<file path="config.mk">
export PLATFORM = sky130hd
export DESIGN_NAME = srbs_readback_status
export DESIGN_NICKNAME = d
export VERILOG_FILES = /design/src/rtl/srbs_readback_status.v
export VERILOG_INCLUDE_DIRS = /design/src /design/src/rtl
export SDC_FILE = /design/constraint.sdc
export NUM_CORES = 1
export LEC_CHECK = 0
export ABC_AREA = 1
export BUFFER_PORTS_ARGS = -buffer_cell sky130_fd_sc_hd__buf_2
export CORE_AREA = 10 10 177 179
export CTS_CLUSTER_DIAMETER = 200
export DETAILED_ROUTE_END_ITERATION = 16
export DIE_AREA = 0 0 187 189
export PLACE_DENSITY_LB_ADDON = 0.1
export SLEW_MARGIN = 20
export SYNTH_ARGS = -nofsm -noshare
export SYNTH_HDL_FRONTEND = slang
export SYNTH_SLANG_ARGS = --single-unit
</file>
<file path="constraint.sdc">
create_clock -name clk -period 4.7 [get_ports clk]
set_input_delay 0.47 -clock clk [delete_from_list [all_inputs] [get_ports clk]]
set_output_delay 0.47 -clock clk [all_outputs]
set_load 0.1 [all_outputs]
</file>
<file path="src/rtl/srbs_map.vh">
// register map, field positions and command codes of the readback block
`ifndef SRBS_MAP_VH
`define SRBS_MAP_VH
`define SRBS_FRAME_BITS 24
`define SRBS_FRAME_CNT 5'h18
`define SRBS_RW_BIT 23
`define SRBS_ADDR_HI 22
`define SRBS_ADDR_LO 21
`define SRBS_SEL_HI 20
`define SRBS_SEL_LO 16
`define SRBS_NOP_WORD 24'h1CE000
`define SRBS_SEL_DATA 5'h00
`define SRBS_SEL_CTRL 5'h04
`define SRBS_SEL_GAIN 5'h08
`define SRBS_SEL_OFFS 5'h0C
`define SRBS_SEL_CLRC 5'h10
`define SRBS_SEL_SLEW 5'h14
`define SRBS_SEL_STAT 5'h18
`define SRBS_SEL_MAIN 5'h19
`define SRBS_SEL_BOOST 5'h1A
`define SRBS_SLEW_EN_BIT 12
`define SRBS_SLEW_RATE_HI 6
`define SRBS_SLEW_RATE_LO 3
`define SRBS_SLEW_STEP_HI 2
`define SRBS_SLEW_STEP_LO 0
`define SRBS_ST_BOOST_LO 12
`define SRBS_ST_TOGGLE 11
`define SRBS_ST_FCERR 10
`define SRBS_ST_RAMP 9
`define SRBS_ST_HOT 8
`define SRBS_ST_OUTF_LO 0
`endif

</file>
<file path="src/rtl/srbs_readback_status.v">
// serial readback path and fault status register
// How it works
// RQ1: a frame with bit 23 set is a readback request, not a write.
// RQ2: device address bits plus selector bits 20..16 choose the register.
// RQ3: low sixteen bits of a readback request are ignored.
// RQ4: next transfer shifts out the register chosen by the request.
// RQ5: host follows a request with another request or a no-op.
// RQ6: no-op word is 0x1CE000 with address in bits 22..21.
// RQ7: selectors 0-3 data, 4-7 control registers of channels A-D.
// RQ8: selectors 8-11 gain, 12-15 offset registers of channels A-D.
// RQ9: selectors 16-19 clear-code, 20-23 slew registers of channels A-D.
// RQ10: selector 24 status, 25 main control, 26 boost control.
// RQ11: slew word: zeros 15..13, enable 12, rate 6..3, step 2..0.
// RQ12: sixteen-bit read-only status with faults, ramp and toggle flags.
// RQ13: status-on-write set means status shifts out during every write.
// RQ14: boost-limit flag of a channel forces its output fault flag.
// RQ15: user toggle flag follows the value written by the host.
// RQ16: frame check error flag set when last word fails its check.
// RQ17: ramp-active high while any channel is still slewing.
// RQ18: overheat flag set when over-temperature detector reports.
// RQ19: one output fault flag per channel set by its pin fault.
// RQ20: toggle flag at status bit 11 loads from software write bit 12.
// RQ21: status read clears frame check error; fault output releases once no fault flag remains.
// RQ22: status-on-write is off after reset.
// RQ23: selectors above 26 return all zeros.
// RQ24: requests for another device address are ignored, output undriven.
`include "srbs_map.vh"
`default_nettype none
module srbs_readback_status (
  // clock and reset
  input wire clk,
  input wire rst_n,
  // serial link pins
  input wire sclk,
  input wire syncN,
  input wire sdin,
  output reg sdo,
  output reg sdoOe,
  // strap of this device's address
  input wire [1:0] deviceAddr,
  // register contents held elsewhere, channel A in the low word
  input wire [63:0] dataRegs,
  input wire [63:0] ctrlRegs,
  input wire [63:0] gainRegs,
  input wire [63:0] offsRegs,
  input wire [63:0] clrcRegs,
  input wire [15:0] mainCtrl,
  input wire [15:0] boostCtrl,
  // main control bit and software register write strobe
  input wire statusOnWrite,
  input wire swWrite,
  input wire swToggle,
  input wire slewWrite,
  input wire [1:0] slewChan,
  input wire [15:0] slewWord,
  // event sources from the analogue side and frame checker
  input wire [3:0] boostLimit,
  input wire [3:0] outFault,
  input wire frameCheckFail,
  input wire overTemp,
  input wire [3:0] slewing,
  // status outputs
  output reg [15:0] faultStatus,
  output reg faultN,
  output reg [63:0] slewRateConfig
);
  // synchroniser stages of the pins
  reg [2:0] sclkS_q;
  reg [2:0] syncS_q;
  reg [1:0] sdinS_q;
  reg [1:0] addrMeta_q;
  reg [1:0] addrSync_q;
  reg [12:0] anaMeta_q;
  reg [12:0] anaSync_q;
  // link and request state
  reg [23:0] shiftIn_q;
  reg [23:0] shiftOut_q;
  reg [4:0] bitCnt_q;
  reg pendRead_q;
  reg [4:0] pendSel_q;
  reg pendMatch_q;
  // status flags
  reg toggle_q;
  reg fcErr_q;
  reg status_on_write_q;
  // combinational helpers
  reg [15:0] statusV;
  reg [15:0] loadWord;
  reg loadEn;
  reg loadDrive;
  wire sclkRise = sclkS_q[1] & ~sclkS_q[2];
  wire sclkFall = ~sclkS_q[1] & sclkS_q[2];
  wire frameStart = ~syncS_q[1] & syncS_q[2];
  wire frameEnd = syncS_q[1] & ~syncS_q[2];
  wire [23:0] word = shiftIn_q;
  // status leaves the device in the frame that starts now
  wire statusShown = frameStart && ((pendRead_q && pendMatch_q &&
    pendSel_q == `SRBS_SEL_STAT) || (!pendRead_q && status_on_write_q));
  // analogue levels after their synchronisers
  wire [3:0] boostS = anaSync_q[12:9];
  wire [3:0] outFaultS = anaSync_q[8:5];
  wire overTempS = anaSync_q[4];
  wire [3:0] slewingS = anaSync_q[3:0];
  integer i;

  function [15:0] pick4;
    input [63:0] regs;
    input [1:0] ch;
    begin
      pick4 = regs[ch*16 +: 16];
    end
  endfunction

  // RQ7 RQ8 RQ9 RQ10 RQ23 selector decode
  function [15:0] decodeSel;
    input [4:0] sel;
    input [15:0] st;
    begin
      case (sel[4:2])
        3'h0: decodeSel = pick4(dataRegs, sel[1:0]);
        3'h1: decodeSel = pick4(ctrlRegs, sel[1:0]);
        3'h2: decodeSel = pick4(gainRegs, sel[1:0]);
        3'h3: decodeSel = pick4(offsRegs, sel[1:0]);
        3'h4: decodeSel = pick4(clrcRegs, sel[1:0]);
        3'h5: decodeSel = pick4(slewRateConfig, sel[1:0]);
        3'h6: begin
          if (sel == `SRBS_SEL_STAT) begin
            decodeSel = st;
          end else if (sel == `SRBS_SEL_MAIN) begin
            decodeSel = mainCtrl;
          end else if (sel == `SRBS_SEL_BOOST) begin
            decodeSel = boostCtrl;
          end else begin
            decodeSel = 16'h0000;
          end
        end
        // RQ23 selectors 28 to 31 name no register
        3'h7: decodeSel = 16'h0000;
        default: decodeSel = 16'h0000;
      endcase
    end
  endfunction

  // RQ12 RQ14 RQ17 RQ18 RQ19 status composition
  always @* begin
    statusV = 16'h0000;
    statusV[`SRBS_ST_BOOST_LO +: 4] = boostS;
    statusV[`SRBS_ST_TOGGLE] = toggle_q;
    statusV[`SRBS_ST_FCERR] = fcErr_q;
    statusV[`SRBS_ST_RAMP] = |slewingS;
    statusV[`SRBS_ST_HOT] = overTempS;
    // boost limit also raises the channel's output fault
    statusV[`SRBS_ST_OUTF_LO +: 4] = outFaultS | boostS;
  end

  // choose what the coming frame shifts out
  always @* begin
    loadWord = 16'h0000;
    loadEn = 1'b0;
    loadDrive = 1'b0;
    if (pendRead_q) begin
      loadEn = 1'b1;
      // a foreign request still shifts, only with the driver off
      // RQ24 foreign address
      loadDrive = pendMatch_q;
      // RQ4 previous selection
      loadWord = decodeSel(pendSel_q, statusV);
    end else if (status_on_write_q) begin
      // RQ13 status on write
      loadEn = 1'b1;
      loadDrive = 1'b1;
      loadWord = statusV;
    end
  end

  // pins from outside the clock domain pass two flip-flops first
  // the third stage of clock and sync feeds edge detection, and that of sync also gates shifting
  always @(posedge clk or negedge rst_n) begin
    if (!rst_n) begin
      sclkS_q <= 3'h0;
      syncS_q <= 3'h7;
      sdinS_q <= 2'h0;
      addrMeta_q <= 2'h0;
      addrSync_q <= 2'h0;
      anaMeta_q <= 13'h0000;
      anaSync_q <= 13'h0000;
    end else begin
      sclkS_q <= {sclkS_q[1:0], sclk};
      syncS_q <= {syncS_q[1:0], syncN};
      sdinS_q <= {sdinS_q[0], sdin};
      addrMeta_q <= deviceAddr;
      addrSync_q <= addrMeta_q;
      anaMeta_q <= {boostLimit, outFault, overTemp, slewing};
      anaSync_q <= anaMeta_q;
    end
  end

  // RQ4 frame shifter
  always @(posedge clk or negedge rst_n) begin
    if (!rst_n) begin
      shiftIn_q <= 24'h000000;
      shiftOut_q <= 24'h000000;
      bitCnt_q <= 5'h00;
      sdo <= 1'b0;
      sdoOe <= 1'b0;
    end else begin
      if (frameStart) begin
        bitCnt_q <= 5'h00;
        sdoOe <= loadEn & loadDrive;
        // eight trailing bits read as zero
        shiftOut_q <= {loadWord, 8'h00};
        sdo <= loadWord[15];
      end else if (!syncS_q[2] && sclkFall) begin
        shiftIn_q <= {shiftIn_q[22:0], sdinS_q[1]};
        // saturate so an overlong frame never wraps back to 24
        if (bitCnt_q != 5'h1F) begin
          bitCnt_q <= bitCnt_q + 5'h01;
        end
      end else if (!syncS_q[2] && sclkRise) begin
        shiftOut_q <= {shiftOut_q[22:0], 1'b0};
        sdo <= shiftOut_q[22];
      end
      // release the output as soon as the frame closes
      if (frameEnd) begin
        sdoOe <= 1'b0;
      end
    end
  end

  // RQ1 RQ2 RQ3 request capture
  // RQ6 no-op is no request
  // a no-op has bit 23 clear, so it leaves nothing pending
  always @(posedge clk or negedge rst_n) begin
    if (!rst_n) begin
      pendRead_q <= 1'b0;
      pendSel_q <= 5'h00;
      pendMatch_q <= 1'b0;
    end else if (frameEnd) begin
      pendRead_q <= word[`SRBS_RW_BIT] &&
        bitCnt_q == `SRBS_FRAME_CNT;
      pendSel_q <= word[`SRBS_SEL_HI:`SRBS_SEL_LO];
      pendMatch_q <=
        word[`SRBS_ADDR_HI:`SRBS_ADDR_LO] == addrSync_q;
    end
  end

  // RQ22 follows main control, cleared at reset
  always @(posedge clk or negedge rst_n) begin
    if (!rst_n) begin
      status_on_write_q <= 1'b0;
    end else begin
      status_on_write_q <= statusOnWrite;
    end
  end

  // RQ15 RQ20 toggle follows write
  always @(posedge clk or negedge rst_n) begin
    if (!rst_n) begin
      toggle_q <= 1'b0;
    end else if (swWrite) begin
      toggle_q <= swToggle;
    end
  end

  // RQ16 RQ21 set wins over read clear
  always @(posedge clk or negedge rst_n) begin
    if (!rst_n) begin
      fcErr_q <= 1'b0;
    end else if (frameCheckFail) begin
      fcErr_q <= 1'b1;
    end else if (statusShown) begin
      fcErr_q <= 1'b0;
    end
  end

  // RQ11 slew word layout
  // ignored bits 11..7 read back as zero
  always @(posedge clk or negedge rst_n) begin
    if (!rst_n) begin
      slewRateConfig <= 64'h0;
    end else if (slewWrite) begin
      for (i = 0; i < 4; i = i + 1) begin
        if (slewChan == i[1:0]) begin
          slewRateConfig[i*16 +: 16] <= {3'h0,
            slewWord[`SRBS_SLEW_EN_BIT], 5'h00,
            slewWord[`SRBS_SLEW_RATE_HI:`SRBS_SLEW_RATE_LO],
            slewWord[`SRBS_SLEW_STEP_HI:`SRBS_SLEW_STEP_LO]};
        end
      end
    end
  end

  // RQ12 RQ21 registered status and fault pin
  // plain level, the open-drain stage sits outside
  always @(posedge clk or negedge rst_n) begin
    if (!rst_n) begin
      faultStatus <= 16'h0000;
      faultN <= 1'b1;
    end else begin
      faultStatus <= statusV;
      faultN <= ~(fcErr_q | overTempS | (|outFaultS) | (|boostS));
    end
  end
endmodule // srbs_readback_status
`default_nettype wire

</file>
* After elaboration in Yosys (flattened, before gate mapping)
Index checks and enable logic that the tools add are counted.
** Operators by class
- Add/sub/neg operators :: 1
- Eq/ne operators :: 17
- Shifts and indexed selects :: 6
- Muxes and demuxes :: 22
- Bitwise operators :: 15
- Reductions and logical operators :: 27
** Operators with widths (number)
- $shiftx 64x7->16 :: 6
- $pmux 16 s8 :: 1
- $mux 16 :: 5
- $mux 23 :: 3
- $eq 5x5->1 const B :: 4
- $mux 5 :: 3
- $reduce_and 2->1 :: 7
- $eq 3x3->1 const B :: 4
- $reduce_or 4->1 :: 3
- $mux 1 :: 10
- $reduce_bool 2->1 :: 5
- $logic_and 1x1->1 :: 7
- $eq 3x2->1 const B :: 2
- $not 1->1 :: 6
- $add 5x1->5 const B :: 1
- $and 1x1->1 :: 5
- $ne 5x5->1 const B :: 1
- $eq 2x2->1 const B :: 2
- $or 4x4->4 :: 1
- $eq 3x1->1 const B :: 1
- $logic_not 3->1 :: 1
- $or 1x1->1 :: 3
- $eq 2x1->1 const B :: 1
- $eq 2x2->1 :: 1
- other kinds (4) :: 5
** Storage, ports and cells
- Register bits :: 147
- Output and inout bits :: 83
- Word-level logic and storage cells :: 112

* Depth between registers and ports, before layout
- Depth in word-level cells :: 7
- Mapped depth :: 18

* Worst setup path after synthesis
No wires, ideal clock.
- Path kind :: register to register
- From :: register slewRateConfig[60]
- To :: register shiftOut_q[20]
- Library setup time :: 0.066 ns
- Data arrival time :: 1.705 ns
- Slack :: 2.929 ns
- Stages on the path, launching flop included :: 15
- Buffers on the path :: 0
- Cell sequence :: dfrtp_1 nand4_1 nand2_1 nor2_1 nand2_1 nand2_1 nand2_1 nand2_1 nand2_1 nand2_1 nand2_1 nand2_1 nand2_1 nand2_1 nand2_1
** Between the ends
- Word-level cells in the longest chain between the ends :: 4
** RTL lines
- from (decl) :: line srbs_readback_status.v:65 : output reg [63:0] slewRateConfig
- from (signal, indexed assignment) :: line srbs_readback_status.v:284 : slewRateConfig[i*16 +: 16] <= {3'h0,
- $shiftx 64x7->16 :: line srbs_readback_status.v:110 : pick4 = regs[ch*16 +: 16];
- $pmux 16 s8 :: line srbs_readback_status.v:119 : case (sel[4:2])
- $mux 16 :: line srbs_readback_status.v:161 : if (pendRead_q) begin
- $mux 23 :: line srbs_readback_status.v:207 : if (frameStart) begin
- to (signal assigned) :: line srbs_readback_status.v:211 : shiftOut_q <= {loadWord, 8'h00};
- to (signal assigned) :: line srbs_readback_status.v:220 : shiftOut_q <= {shiftOut_q[22:0], 1'b0};
- to (decl) :: line srbs_readback_status.v:77 : reg [23:0] shiftOut_q;
No other way between the ends.
A chain may end at the register's enable or synchronous reset.

* Worst setup path after layout
- From :: register pendSel_q[2]
- To :: register shiftOut_q[17]
** Between the ends
- Word-level cells in the longest chain between the ends :: 7
- Elaborated cells between the ends (all ways) :: 17
- Classes of those cells :: eq/ne: 10; mux: 6; reduce/logical: 1
** RTL lines
- from (decl) :: line srbs_readback_status.v:80 : reg [4:0] pendSel_q;
- from (signal assigned) :: line srbs_readback_status.v:241 : pendSel_q <= word[`SRBS_SEL_HI:`SRBS_SEL_LO];
- $eq 5x5->1 (no source line)
- $mux 16 :: line srbs_readback_status.v:131 : end else if (sel == `SRBS_SEL_BOOST) begin
- $mux 16 :: line srbs_readback_status.v:129 : end else if (sel == `SRBS_SEL_MAIN) begin
- $mux 16 :: line srbs_readback_status.v:127 : if (sel == `SRBS_SEL_STAT) begin
- $pmux 16 s8 * :: line srbs_readback_status.v:119
- $mux 16 * :: line srbs_readback_status.v:161
- $mux 23 * :: line srbs_readback_status.v:207
Mark *: on every way between the ends. The rest lies on a longest branch, timed or not.

==> flow_metrics.tcl <==
set metrics [dict create \
    rsz0062_at_grt "no" \
    first_pass_iters 6 \
    core_area_sq_um 27630 \
    ios 478 \
    worstPathMaxFanout 72 \
    cts-htree-levels 4 \
    drt-initial-drc-count 924 \
    drv_cap 0 \
    routed_wl_microns 47090 \
    stdcell_count 2234 \
    die_h_microns 189 \
    layout-area-overhead-vs-synth_pct 30.07 \
    period_needed_ns 3.393 \
    yosysWarnings 0 \
    die_w_microns 187 \
    syn_inst 1442 \
    rr_worst_depth 16 \
    post_cts_buffers 0 \
    wl_met2_microns 23280 \
    root_buffer "clkbuf_16" \
    routedWlPerCell_microns 21.08 \
    grtUsageTotal_pct 25.51 \
    dp_cells 2189 \
    cts_tree "done" \
    netlist_area_sq_um 9333 \
    die_area_sq_um 35340 \
    ys_seq_elements 139 \
    start_util_pct 33.78 \
    timing.fmax_mhz 294.7 \
    ys_top_cells_by_count "nand2_1, nor2_1, dfrtp_1, inv_1, a21oi_1" \
    max_slew_margin_pct 31.18 \
    slew_viol_final 0 \
    synth_cell_types 39 \
    cp-startpoint "pendSel_q[2]$_DFFE_PN0P_" \
    port_buffers 433 \
    synth.avg_cell_area_sq_um 6.472 \
    drc_errors 0 \
    cts_resized 0 \
    cp-end-kind "flop" \
    clk_latency_ns 0.42 \
    fin_worst_skew_ns 0.01152 \
    regToRegEndpoint "shiftOut_q[17]$_DFFE_PN0P_" \
    ant_nets 0 \
    power_density_nw_per_um2 445.9 \
    fin_crit_sh_pct 72.19 \
    cts.sinks 139 \
    antenna_found_initial 13 \
    grt.overflow.total 0 \
    r2r_slack_ns 1.31 \
    path_class "reg -> reg" \
    numCtsBuffers 17 \
    globalplace.congestion 0.9204 \
    p_leak_nw 6.738 \
    outcome "completed" \
    holdBufCountCts 0 \
    grt_pass1_wl_microns 68570 \
    grt_max_degree 111 \
    multi_input_area_sq_um 4861 \
    yosysTopAreaCellShare_pct 36.20 \
    r2r-start "pendSel_q[2]$_DFFE_PN0P_" \
    fill_cells 3089 \
    drive_above_1_share_pct 27.56 \
    yosysSeqAreaShare_pct 37.32 \
    m1WireLength_microns 19890 \
    yosysMostFrequentCell "nand2_1" \
    wl_met3_microns 3158 \
    grt_pass1_vias 10630 \
    ir_worst_vdd_uv 325.0 \
    synthFlopType "dfrtp_1" \
    dp_hpwl_microns 37550 \
    cp-start-kind "flop" \
    clk_pin_slew_ns 0.07 \
    synth_edf_count 0 \
    top_layer "met4" \
    finalSetupTns_ns 0 \
    worstPathArrival_ns 3.71 \
    final_nets 2230 \
    num_vias 10820 \
    crit_end "shiftOut_q[17]$_DFFE_PN0P_" \
    yosys.area.top_type "dfrtp_1" \
    synth_area_leaders "dfrtp_1, nand2_1, nor2_1" \
    finalHoldViolations 0 \
    seq_area_sq_um 3485 \
    hold_class "in -> async" \
    clockBufferDepth 2 \
    routed_via_density 4.843 \
    setup_viol 0 \
    rows 61 \
    tightest_slew_ns 1.032 \
    cp_data_required_time_ns 5.02 \
    synthArstFlopShare_pct 100.0 \
]
## placed cells by master, fill, tap and decap left out, types with 36 or more instances in the layout
cell,count
o21ai_0,73
nor2_1,203
a21oi_1,85
inv_1,105
nand2_1,510
buf_2,432
dfrtp_1,134
conb_1,36
nand3_1,77
nand4_1,58
## area by class of cell
cell class	instances	area share [%]
tap	378	3.896
clock inverter	14	1.062
inverter	115	3.577
antenna	13	0.2680
timing repair buffer	448	18.83
sequential	139	28.71
multi-input combinational	1109	40.04
clock buffer	18	3.618
## state kept, by name, summed over array words and instances, names as in the netlist, 3 cells and up
name,cells
slewRateConfig,32
anaMeta_q,13
shiftOut_q,15
syncS_q,3
bitCnt_q,5
anaSync_q,13
pendSel_q,5
shiftIn_q,24
sclkS_q,3
faultStatus,12
## routing by layer
layer,global-route usage [%],up-vias
li1,-,5324
met1,31.96,5023
met2,43.88,432
met3,5.219,40
met4,6.390,0
met5,0,-
## worst min path at each step
stage,start,endpoint,slack [ns],cells after the start
2_1_floorplan,rst_n,addrMeta_q[0]$_DFF_PN0_,0.17,0
3_3_place_gp,anaMeta_q[9]$_DFF_PN0_,anaSync_q[9]$_DFF_PN0_,0.33,0
3_5_place_dp,anaMeta_q[2]$_DFF_PN0_,anaSync_q[2]$_DFF_PN0_,0.33,0
4_1_cts,syncN,syncS_q[0]$_DFF_PN1_,0.13,1
5_1_grt,boostLimit[0],anaMeta_q[9]$_DFF_PN0_,0.13,1
6_report,rst_n,slewRateConfig[34]$_DFFE_PN0P_,0.1,1
## kinds of logic after synthesis
family | after synthesis | share of synthesized area (%)
AOI/OAI and AO/OA | 195 | 11.01
other | 1 | 0.04018
adders and majority gates | 5 | 0.6703
DFF | 139 | 37.32
and+or+nand+nor | 870 | 38.61
buffers and inverters | 229 | 12.07
xor gates and xnor gates | 3 | 0.2816
## worst max-delay path: stages, from the launching register on
cell and delay, ns:
dfrtp_2 0.54, nor2_4 0.59, nand2_4 0.24, nand2_4 0.47, inv_4 0.40, nor2_1 0.20
nor2_1 0.05, nand2_1 0.10, nand2_1 0.06, nand2_1 0.06, nand2_1 0.14, nand2_1 0.13
nand2_1 0.06, nand2_1 0.05, nand2_1 0.05, nand2_1 0.06, nand2_1 0.04
## per-stage QoR
step	setup WS (ns)	area (sq um)	hold WS [ns]	utilization, %	power [mW]
2_1_floorplan	2.929	9464	0.1744	-	3.360
5_1_grt	1.079	12130	0.1272	43.90	5.771
3_3_place_gp	1.400	11540	0.3322	41.76	4.132
6_report	1.307	12140	0.09901	43.94	5.413
3_5_place_dp	1.364	11540	0.3347	41.76	4.147
4_1_cts	1.340	12110	0.1272	43.82	5.445
## report_power, final
part | switching (mW) | internal (mW) | total [mW]
clock | 0.568 | 0.710 | 1.28
sequential | 0.157 | 1.37 | 1.53
combinational | 1.93 | 0.669 | 2.60
No activity file was read; power rests on OpenSTA's default activity.
